File: src/crt_cfg.svh
// crt_cfg.svh: register offsets, field positions, reset values and counts of the capture/reload timer
// assumes a byte-addressed avalon-mm slave with 32-bit data, one register per aligned word
`ifndef CRT_CFG_SVH
`define CRT_CFG_SVH

`define CRT_ADDR_W 5
`define CRT_OFS_CTRL 5'h00
`define CRT_OFS_CNT_LO 5'h04
`define CRT_OFS_CNT_HI 5'h08
`define CRT_OFS_HOLD_LO 5'h0c
`define CRT_OFS_HOLD_HI 5'h10
`define CRT_OFS_IRQ_STAT 5'h14
`define CRT_OFS_IRQ_CLR 5'h18
`define CRT_OFS_IRQ_EN 5'h1c

`define CRT_BIT_OVF 7
`define CRT_BIT_EXT 6
`define CRT_BIT_RXSEL 5
`define CRT_BIT_TXSEL 4
`define CRT_BIT_EDGE_EN 3
`define CRT_BIT_RUN 2
`define CRT_BIT_SRC 1
`define CRT_BIT_CAP 0

`define CRT_IRQ_BIT_OVF 0
`define CRT_IRQ_BIT_EXT 1

`define CRT_CTRL_RESET 8'h00
`define CRT_CNT_RESET 16'h0000
`define CRT_HOLD_RESET 16'h0000
`define CRT_IRQ_RESET 2'h0

`define CRT_PRESCALE 12

`endif

File: src/crt_pkg.sv
// crt_pkg.sv: types shared by the capture/reload timer
// assumes crt_cfg.svh sits in the same folder
`default_nettype none

package crt_pkg;

  typedef enum logic [1:0] {
    CRT_OFF,
    CRT_AUTO_RELOAD,
    CRT_CAPTURE,
    CRT_BAUD
  } crt_mode_type;

  function automatic crt_mode_type crt_decode_mode(input logic run, input logic rx_sel,
                                                   input logic tx_sel, input logic cap);
    crt_mode_type m;
    m = CRT_OFF;
    if (!run) begin
      m = CRT_OFF;
    end else if (rx_sel || tx_sel) begin
      m = CRT_BAUD;
    end else if (cap) begin
      m = CRT_CAPTURE;
    end else begin
      m = CRT_AUTO_RELOAD;
    end
    return m;
  endfunction : crt_decode_mode

endpackage : crt_pkg

`default_nettype wire

File: src/crt_timer.sv
// crt_timer.sv: 16-bit timer/event counter with capture, auto-reload and baud-clock modes
// assumes one clock, inputs synchronous enough to sample, avalon-mm master with waitrequest
//
// The Avalon-MM interface to the registers and the register offsets were left to the implementer.
`include "crt_cfg.svh"
`default_nettype none

module crt_timer
  import crt_pkg::*;
#(
  parameter int unsigned PRESCALE = `CRT_PRESCALE
) (
  // clock and reset
  input wire logic sys_clk,
  input wire logic rst_b,
  // register bus
  input wire logic [`CRT_ADDR_W-1:0] avs_address,
  input wire logic avs_read,
  input wire logic avs_write,
  input wire logic [31:0] avs_writedata,
  output logic [31:0] avs_readdata,
  output logic avs_waitrequest,
  // external pins
  input wire logic edge_input_pin,
  input wire logic count_input_pin,
  // serial port clocking
  input wire logic other_timer_ovf,
  output logic rx_baud_pulse,
  output logic tx_baud_pulse,
  // interrupt
  output logic irq
);
  import crt_pkg::*;

  ////////////////////////////////////////////////////////////////////////////////
  // state

  logic [7:0] timer_control_reg;
  logic [15:0] count_reg;
  logic [15:0] hold_reg;
  logic [1:0] irq_stat_reg;
  logic [1:0] irq_en_reg;
  logic ack_reg;
  logic [31:0] rdata_reg;
  logic [3:0] pre_reg;
  logic edge_s1_reg, edge_s2_reg, edge_prev_reg;
  logic cnt_s1_reg, cnt_s2_reg, cnt_prev_reg;
  logic rx_pulse_reg, tx_pulse_reg;

  logic overflow_flag, external_edge_flag, rx_clock_select, tx_clock_select;
  logic edge_input_enable, run_control, count_source_select, capture_not_reload;
  assign overflow_flag = timer_control_reg[`CRT_BIT_OVF];
  assign external_edge_flag = timer_control_reg[`CRT_BIT_EXT];
  assign rx_clock_select = timer_control_reg[`CRT_BIT_RXSEL];
  assign tx_clock_select = timer_control_reg[`CRT_BIT_TXSEL];
  assign edge_input_enable = timer_control_reg[`CRT_BIT_EDGE_EN];
  assign run_control = timer_control_reg[`CRT_BIT_RUN];
  assign count_source_select = timer_control_reg[`CRT_BIT_SRC];
  assign capture_not_reload = timer_control_reg[`CRT_BIT_CAP];

  ////////////////////////////////////////////////////////////////////////////////
  // avalon slave: one wait cycle per access, taken at the second edge

  logic bus_req, bus_take, wr_take;
  logic wr_ctrl, wr_cnt_lo, wr_cnt_hi, wr_hold_lo, wr_hold_hi, wr_irq_clr, wr_irq_en;
  assign bus_req = avs_read || avs_write;
  assign avs_waitrequest = bus_req && !ack_reg;
  assign bus_take = bus_req && ack_reg;
  assign wr_take = avs_write && ack_reg;
  assign wr_ctrl = wr_take && (avs_address == `CRT_OFS_CTRL);
  assign wr_cnt_lo = wr_take && (avs_address == `CRT_OFS_CNT_LO);
  assign wr_cnt_hi = wr_take && (avs_address == `CRT_OFS_CNT_HI);
  assign wr_hold_lo = wr_take && (avs_address == `CRT_OFS_HOLD_LO);
  assign wr_hold_hi = wr_take && (avs_address == `CRT_OFS_HOLD_HI);
  assign wr_irq_clr = wr_take && (avs_address == `CRT_OFS_IRQ_CLR);
  assign wr_irq_en = wr_take && (avs_address == `CRT_OFS_IRQ_EN);

  always_ff @(posedge sys_clk or negedge rst_b) begin
    if (!rst_b) begin
      ack_reg <= 1'b0;
    end else begin
      ack_reg <= bus_req && !ack_reg;
    end
  end

  // read data is latched in the wait cycle so it stands at the taking edge
  always_ff @(posedge sys_clk or negedge rst_b) begin
    if (!rst_b) begin
      rdata_reg <= 32'h0;
    end else if (avs_read && !ack_reg) begin
      case (avs_address)
        `CRT_OFS_CTRL: rdata_reg <= {24'h0, timer_control_reg};
        `CRT_OFS_CNT_LO: rdata_reg <= {24'h0, count_reg[7:0]};
        `CRT_OFS_CNT_HI: rdata_reg <= {24'h0, count_reg[15:8]};
        `CRT_OFS_HOLD_LO: rdata_reg <= {24'h0, hold_reg[7:0]};
        `CRT_OFS_HOLD_HI: rdata_reg <= {24'h0, hold_reg[15:8]};
        `CRT_OFS_IRQ_STAT: rdata_reg <= {30'h0, irq_stat_reg};
        `CRT_OFS_IRQ_EN: rdata_reg <= {30'h0, irq_en_reg};
        default: rdata_reg <= 32'h0;
      endcase
    end
  end
  assign avs_readdata = rdata_reg;

  ////////////////////////////////////////////////////////////////////////////////
  // input synchronisers and falling edge detect

  always_ff @(posedge sys_clk or negedge rst_b) begin
    if (!rst_b) begin
      edge_s1_reg <= 1'b1;
      edge_s2_reg <= 1'b1;
      edge_prev_reg <= 1'b1;
      cnt_s1_reg <= 1'b1;
      cnt_s2_reg <= 1'b1;
      cnt_prev_reg <= 1'b1;
    end else begin
      edge_s1_reg <= edge_input_pin;
      edge_s2_reg <= edge_s1_reg;
      edge_prev_reg <= edge_s2_reg;
      cnt_s1_reg <= count_input_pin;
      cnt_s2_reg <= cnt_s1_reg;
      cnt_prev_reg <= cnt_s2_reg;
    end
  end

  logic edge_fall, cnt_fall;
  assign edge_fall = edge_prev_reg && !edge_s2_reg;
  assign cnt_fall = cnt_prev_reg && !cnt_s2_reg;

  ////////////////////////////////////////////////////////////////////////////////
  // mode decode and count tick

  crt_mode_type mode;
  assign mode = crt_decode_mode(run_control, rx_clock_select, tx_clock_select,
                                capture_not_reload);

  // prescaler free-runs so the timer base does not depend on when run was set
  logic pre_wrap;
  assign pre_wrap = (pre_reg == 4'(PRESCALE - 1));
  always_ff @(posedge sys_clk or negedge rst_b) begin
    if (!rst_b) begin
      pre_reg <= 4'h0;
    end else if (pre_wrap) begin
      pre_reg <= 4'h0;
    end else begin
      pre_reg <= pre_reg + 4'h1;
    end
  end

  logic tick, ovf_evt, edge_evt, cap_evt, reload_evt, baud_mode;
  assign tick = (mode != CRT_OFF) && (count_source_select ? cnt_fall : pre_wrap);
  assign ovf_evt = tick && (count_reg == 16'hffff);
  assign baud_mode = rx_clock_select || tx_clock_select;
  // edges only act while the counter is not feeding the serial port
  assign edge_evt = edge_input_enable && !baud_mode && edge_fall;
  assign cap_evt = edge_evt && capture_not_reload;
  assign reload_evt = (edge_evt && !capture_not_reload)
                      || (ovf_evt && (mode == CRT_AUTO_RELOAD || mode == CRT_BAUD));

  ////////////////////////////////////////////////////////////////////////////////
  // counter and hold registers; a software write wins over hardware here

  always_ff @(posedge sys_clk or negedge rst_b) begin
    if (!rst_b) begin
      count_reg <= `CRT_CNT_RESET;
    end else if (wr_cnt_lo) begin
      count_reg[7:0] <= avs_writedata[7:0];
    end else if (wr_cnt_hi) begin
      count_reg[15:8] <= avs_writedata[7:0];
    end else if (reload_evt) begin
      count_reg <= hold_reg;
    end else if (tick) begin
      count_reg <= count_reg + 16'h1;
    end
  end

  always_ff @(posedge sys_clk or negedge rst_b) begin
    if (!rst_b) begin
      hold_reg <= `CRT_HOLD_RESET;
    end else if (wr_hold_lo) begin
      hold_reg[7:0] <= avs_writedata[7:0];
    end else if (wr_hold_hi) begin
      hold_reg[15:8] <= avs_writedata[7:0];
    end else if (cap_evt) begin
      hold_reg <= count_reg;
    end
  end

  ////////////////////////////////////////////////////////////////////////////////
  // control register; flag sets win over a software clear in the same cycle

  logic set_ovf, set_ext;
  assign set_ovf = ovf_evt && !baud_mode;
  assign set_ext = edge_evt;

  always_ff @(posedge sys_clk or negedge rst_b) begin
    if (!rst_b) begin
      timer_control_reg <= `CRT_CTRL_RESET;
    end else begin
      if (wr_ctrl) begin
        timer_control_reg <= avs_writedata[7:0];
      end
      if (set_ovf) begin
        timer_control_reg[`CRT_BIT_OVF] <= 1'b1;
      end
      if (set_ext) begin
        timer_control_reg[`CRT_BIT_EXT] <= 1'b1;
      end
    end
  end

  ////////////////////////////////////////////////////////////////////////////////
  // serial clock routing

  always_ff @(posedge sys_clk or negedge rst_b) begin
    if (!rst_b) begin
      rx_pulse_reg <= 1'b0;
      tx_pulse_reg <= 1'b0;
    end else begin
      rx_pulse_reg <= rx_clock_select ? ovf_evt : other_timer_ovf;
      tx_pulse_reg <= tx_clock_select ? ovf_evt : other_timer_ovf;
    end
  end
  assign rx_baud_pulse = rx_pulse_reg;
  assign tx_baud_pulse = tx_pulse_reg;

  ////////////////////////////////////////////////////////////////////////////////
  // interrupt status, clear and enable

  always_ff @(posedge sys_clk or negedge rst_b) begin
    if (!rst_b) begin
      irq_stat_reg <= `CRT_IRQ_RESET;
    end else begin
      for (int i = 0; i < 2; i++) begin
        if (wr_irq_clr && avs_writedata[i]) begin
          irq_stat_reg[i] <= 1'b0;
        end
      end
      if (set_ovf) begin
        irq_stat_reg[`CRT_IRQ_BIT_OVF] <= 1'b1;
      end
      if (set_ext) begin
        irq_stat_reg[`CRT_IRQ_BIT_EXT] <= 1'b1;
      end
    end
  end

  always_ff @(posedge sys_clk or negedge rst_b) begin
    if (!rst_b) begin
      irq_en_reg <= `CRT_IRQ_RESET;
    end else if (wr_irq_en) begin
      irq_en_reg <= avs_writedata[1:0];
    end
  end

  assign irq = |(irq_stat_reg & irq_en_reg);

  // cycles since the last timer tick; saturates so a long stop cannot fake a short gap
  logic [3:0] tick_gap_reg;
  always_ff @(posedge sys_clk or negedge rst_b) begin
    if (!rst_b) begin
      tick_gap_reg <= 4'hf;
    end else if (tick && !count_source_select) begin
      tick_gap_reg <= 4'h0;
    end else if (tick_gap_reg != 4'hf) begin
      tick_gap_reg <= tick_gap_reg + 4'h1;
    end
  end
endmodule : crt_timer

`default_nettype wire

File: config.mk
export PLATFORM = sky130hd
export DESIGN_NAME = crt_timer
export DESIGN_NICKNAME = d
export VERILOG_FILES = /design/src/crt_pkg.sv /design/src/crt_timer.sv
export VERILOG_INCLUDE_DIRS = /design/src
export SDC_FILE = /design/constraint.sdc
export NUM_CORES = 1
export LEC_CHECK = 0
export BUFFER_PORTS_ARGS = -buffer_cell sky130_fd_sc_hd__buf_2
export CORE_ASPECT_RATIO = 1.1
export CORE_UTILIZATION = 60
export DETAILED_ROUTE_END_ITERATION = 6
export PLACE_DENSITY = 0.86
export SLEW_MARGIN = 20
export SYNTH_ARGS = -nofsm -noshare
export SYNTH_HDL_FRONTEND = slang
export SYNTH_SLANG_ARGS = --single-unit
export TNS_END_PERCENT = 20
File: constraint.sdc
create_clock -name sys_clk -period 3.3 [get_ports sys_clk]
set_clock_uncertainty 0.1 [all_clocks]
set_input_delay 0 -clock sys_clk [delete_from_list [all_inputs] [get_ports sys_clk]]
set_output_delay 0 -clock sys_clk [all_outputs]
set_load 0.05 [all_outputs]
==> After elaboration in Yosys (flattened, before gate mapping) <==
Cells that the tools add are included.
{ "op_classes": {"n_addsub": 2, "n_mul": 0, "n_div": 0, "order_cmp": 0, "eq_ne": 13, "n_shift": 0, "muxes": 24, "n_bitwise": 3, "n_reduce_logical": 46} }
{ "op_table": {"columns": ["cell", "count"], "rows": [
  ["$mux 8", 7],
  ["$pmux 8 s7", 1],
  ["$mux 16", 3],
  ["$logic_and 1x1->1", 22],
  ["$eq 5x5->1 const B", 4],
  ["$add 16x1->16 const B", 1],
  ["$eq 16x16->1 const B", 1],
  ["$reduce_bool 2->1", 7],
  ["$eq 5x4->1 const B", 2],
  ["$mux 1", 9],
  ["$reduce_and 2->1", 4],
  ["$mux 2", 3],
  ["$reduce_bool 3->1", 2],
  ["$eq 5x3->1 const B", 1],
  ["$logic_not 1->1", 5],
  ["$logic_not 5->1", 1],
  ["$add 4x1->4 const B", 1],
  ["$eq 4x4->1 const B", 1],
  ["$logic_or 1x1->1", 4],
  ["$mux 4", 1],
  ["$ne 2x2->1 const B", 2],
  ["$and 2x2->2", 1],
  ["$eq 2x1->1 const B", 1],
  ["$eq 2x2->1 const B", 1],
  ["2 further kinds", 3]
]} }
{ "word_totals": {"regBits": 89, "latchBits": 0, "mem_bits_rw": 0, "romBits": 0, "out_inout_bits": 36, "word_cells": 109, "memories": 0} }

==> Depth between registers and ports, before layout <==
{ "logic_depth": {"word_depth": 11, "mapped_depth": 7, "ltp_nobuf": 6} }

==> Worst setup path after synthesis <==
OpenSTA, ideal clock, no wires.
{ "synth_timing": {"path_kind": "register to register", "from": "register count_reg[0]", "to": "register count_reg[0]", "setup_time_ps": 135, "arrival_ps": 1666, "setup_slack_ps": 1399, "stages_incl_launch_ff": 8, "n_path_buf": 1, "period_less_slack_ps": 1901, "path_cell_list": "dfrtp_1 -> ha_1 -> nand4_1 -> nor4_4 -> a41oi_4 -> buf_6 -> mux2i_1 -> o22ai_1"} }
{ "synth_between": {"elab_chain_len": 7} }
{ "synth_rtl": {"columns": ["item", "line", "text"], "rows": [
  ["start: declaration", "crt_timer.sv:39", "logic [15:0] count_reg;"],
  ["start signal: assignment", "crt_timer.sv:165", "count_reg <= `CRT_CNT_RESET;"],
  ["start signal: assignment", "crt_timer.sv:167", "count_reg[7:0] <= avs_writedata[7:0];"],
  ["start signal: assignment", "crt_timer.sv:171", "count_reg <= hold_reg;"],
  ["branches (longest 7 deep; another with $add 16x1->16)", null, null]
]} }
Parallel ways; which one is timed is not known. The select of a mux whose other input is x is not followed.
A chain may end at the register's enable or synchronous reset.

==> Worst setup path in the final report <==
{ "layout_timing": {"from": "register count_reg[0]", "to": "register count_reg[7]"} }
Same word-level chain as after synthesis.

==> results.sh <==
export IMPL_synth_cell_types=54
export IMPL_synth_edf_count=0
export IMPL_start_util=0.624
export IMPL_netSwitchingFraction=0.372
export IMPL_hp_class="primary input to register"
export IMPL_dp_hpwl_um=6480
export IMPL_crit_path_max_incr_delay_ns=0.75
export IMPL_path_max_fanout=16
export IMPL_startpoint_type="register"
export IMPL_dieArea_um2=6770
export IMPL_overflow=0
export IMPL_ios=80
export IMPL_ant_nets=0
export IMPL_synth_top_area_cell="dfrtp_1"
export IMPL_async_flop_share=1.00
export IMPL_gp_congestion=0.886
export IMPL_wirelength_um=9110
export IMPL_antenna_cells=0
export IMPL_clockBufferDepth=2
export IMPL_ff_latch_area_um2=1630
export IMPL_cts_sinks=65
export IMPL_syn_inst=388
export IMPL_power_frac_clock=0.262
export IMPL_path_delay_family="compound AO/OA/AOI/OAI gates"
export IMPL_antenna_found_initial=0
export IMPL_setup_viol=0
export IMPL_post_cts_buffers=0
export IMPL_numCtsBuffers=9
export IMPL_drv_cap=0
export IMPL_cp_arrival_ns=2.48
export IMPL_synth_area_leaders="dfrtp_1 (38%), mux2i_1 (9.1%), mux2_2 (5.2%)"
export IMPL_irDropWorstVdd_v=0.000302
export IMPL_rows=30
export IMPL_worst_pin_slew_ns=0.872
export IMPL_num_nets_final=465
export IMPL_clock_latency_ns=0.35
export IMPL_die_height_um=86.2
export IMPL_fin_crit_sh=0.716
export IMPL_cts_htree_levels=3
export IMPL_slew_violations=0
export IMPL_crit_path_cell_trace="ha_1 -> nand4_1 -> nor4_4 -> a41oi_4 -> mux2i_1 -> o22ai_1"
export IMPL_cts_tree="yes"
export IMPL_p_comb_frac=0.256
export IMPL_worstSetupPathType="register to register"
export IMPL_vias=3143
export IMPL_fin_tns_setup_ns=0
export IMPL_grt_pass1_wl_um=15100
export IMPL_dr_pass1_iters=5
export IMPL_cts_root_buffer="clkbuf_8"
export IMPL_grt_pass1_vias=3059
export IMPL_io_buffers=31
export IMPL_relSlewSlack=0.417
export IMPL_clkTransAtPathRegs_ns=0.07
export IMPL_cp_required_ns=3.42
export IMPL_cts_resized=0
export IMPL_p_leak_nw=1.98
export IMPL_dieWidth_um=78.6
export IMPL_hold_violations=0
export IMPL_slowest_stage="a41oi_4"
export IMPL_pwr_density_cell_nw_per_um2=579
export IMPL_drive_above_1_share=0.203
export IMPL_multi_input_area_um2=1990
export IMPL_yosys_warnings=0
export IMPL_synth_top_area_frac=0.382
export IMPL_synth_avg_cell_area_um2=9.97
export IMPL_fill_cells=469
export IMPL_power_switching_uw=915
export IMPL_crit_buf_inv=0
export IMPL_vias_per_cell=6.24
export IMPL_wl_per_cell_um=18.1
export IMPL_intPower_mw=1.54
export IMPL_design_core_area_um2=6190
export IMPL_drc=0
export IMPL_worstSetupEndpointType="register"
export IMPL_finalCriticalPeriod_ns=2.36
export IMPL_ys_flop_type="dfrtp_1"
export IMPL_syn_cell_area_um2=3870
export IMPL_rsz0062_at_grt="false"
export IMPL_status="finished clean"
export IMPL_ys_ff_latch=65
export IMPL_p_total_mw=2.46
export IMPL_grtUsageTotal=0.295
export IMPL_power_frac_seq=0.481
export IMPL_ys_seq_area_frac=0.423
export IMPL_grt_max_degree=25
export IMPL_fmax_mhz=423
export IMPL_drt_iter0_drc=360
export IMPL_areaGrowthSynthToFinish_pct=9.80
-- logic make-up after synthesis --
family / count (synthesis) / synth area share
AOI/OAI and AO/OA: 88 / 0.152
xor gates and xnor gates: 16 / 0.0362
adders and majority gates: 2 / 0.00647
buffers and inverters: 55 / 0.0857
DFF: 65 / 0.423
muxes: 53 / 0.143
other: 1 / 0.000970
and+or+nand+nor: 108 / 0.153
-- power groups by stage --
| stage | clock network, mW | registers, mW | logic (mW) |
|---|---|---|---|
| 6_report | 0.645 | 1.18 | 0.630 |
| 5_1_grt | 0.685 | 1.20 | 0.687 |
| 4_1_cts | 0.651 | 1.17 | 0.625 |
| 3_5_place_dp | 0 | 1.19 | 0.609 |
| 3_3_place_gp | 0 | 1.18 | 0.582 |
| 2_1_floorplan | 0 | 1.08 | 0.578 |
-- path summary, 6_finish.rpt --
kind	startpoint	endpoint	slack, ns	cells past startpoint
setup / recovery	count_reg[0]	count_reg[7]	0.94	6
hold reg to reg	cnt_s1_reg	cnt_s2_reg	0.26	0
hold / removal	avs_address[1]	irq_stat_reg[1]	0.02	5
setup reg to reg	count_reg[0]	count_reg[7]	0.94	6
max in group asynchronous	rst_b	edge_prev_reg	2.33	3
min in group asynchronous	rst_b	pre_reg[1]	0.03	2
-- through the flow --
stage                     hold slack, ns  cell area (um^2)  setup WS, ns   util  std cells
final                             0.0235              4250         0.936  0.686        504
after global routing              0.0456              4250         0.860  0.686        504
after CTS                         0.0101              4250         0.956  0.686        504
after detailed placement          -0.119              3920         0.959  0.632        474
after global placement            -0.134              3920          1.02  0.632        474
after floorplan                   -0.396              3950          1.40      -        411
-- per-layer routing --
layer / up-vias / global-route usage / share of wire
li1: 1419 / - / -
met1: 1522 / 0.378 / 0.40
met2: 174 / 0.472 / 0.49
met3: 28 / 0.0505 / 0.070
met4: 0 / 0.173 / 0.036
met5: - / 0 / 0
-- placed cells by master, fill, tap and decap left out, types with 4 or more instances in the layout --
cell type	Yosys	routed
dfstp_2	6	6
a22oi_1	11	11
nand2_1	35	35
mux2_2	18	18
o21ai_1	5	5
inv_1	4	4
clkbuf_8	0	11
xor2_1	12	12
xnor2_1	4	4
dfrtp_1	59	59
o22ai_1	9	9
a21oi_1	18	18
mux2i_1	35	35
a222oi_1	6	6
dlygate4sd3_1	0	14
nor3_1	5	5
nand3_1	8	8
nor4_1	4	4
o21ai_0	23	23
a22o_1	8	8
nand4_1	6	6
conb_1	1	24
nor2_1	26	26
buf_2	11	31
-- final cells by class --
type,count,share of cell area
clock buffers,11,0.0357
clock inverters,5,0.00943
multi-input cells,291,0.468
repair buffers,48,0.0748
well taps,80,0.0236
flip-flops and latches,65,0.385
inverters,4,0.00354
-- what timing repair did --
item / CTS / global route
hold buffers: 14 / 0
hold endpoints to repair: 112 / 0
endpoints found under the setup margin: 0 / 0
-- cell usage after synthesis, drive strengths merged, types with 2 or more instances --
cell	count
nand3	9
nor3	6
and2	4
and3	3
nor2b	2
inv	4
mux2	18
a222oi	6
nor4	5
dfrtp	59
a22o	8
nor2	27
ha	2
dfstp	6
a21oi	19
xor2	12
o21ai	28
o22ai	9
xnor2	4
mux2i	35
clkbuf	12
nand4	8
a22oi	11
nand2	35
buf	39
-- worst min-delay path: stages --
cell and delay (ns):
buf_2 0.15, nor4bb_4 0.08, nand4_1 0.09, nand2_1 0.05, nand2_1 0.06
No activity file was read; power rests on OpenSTA's default activity.
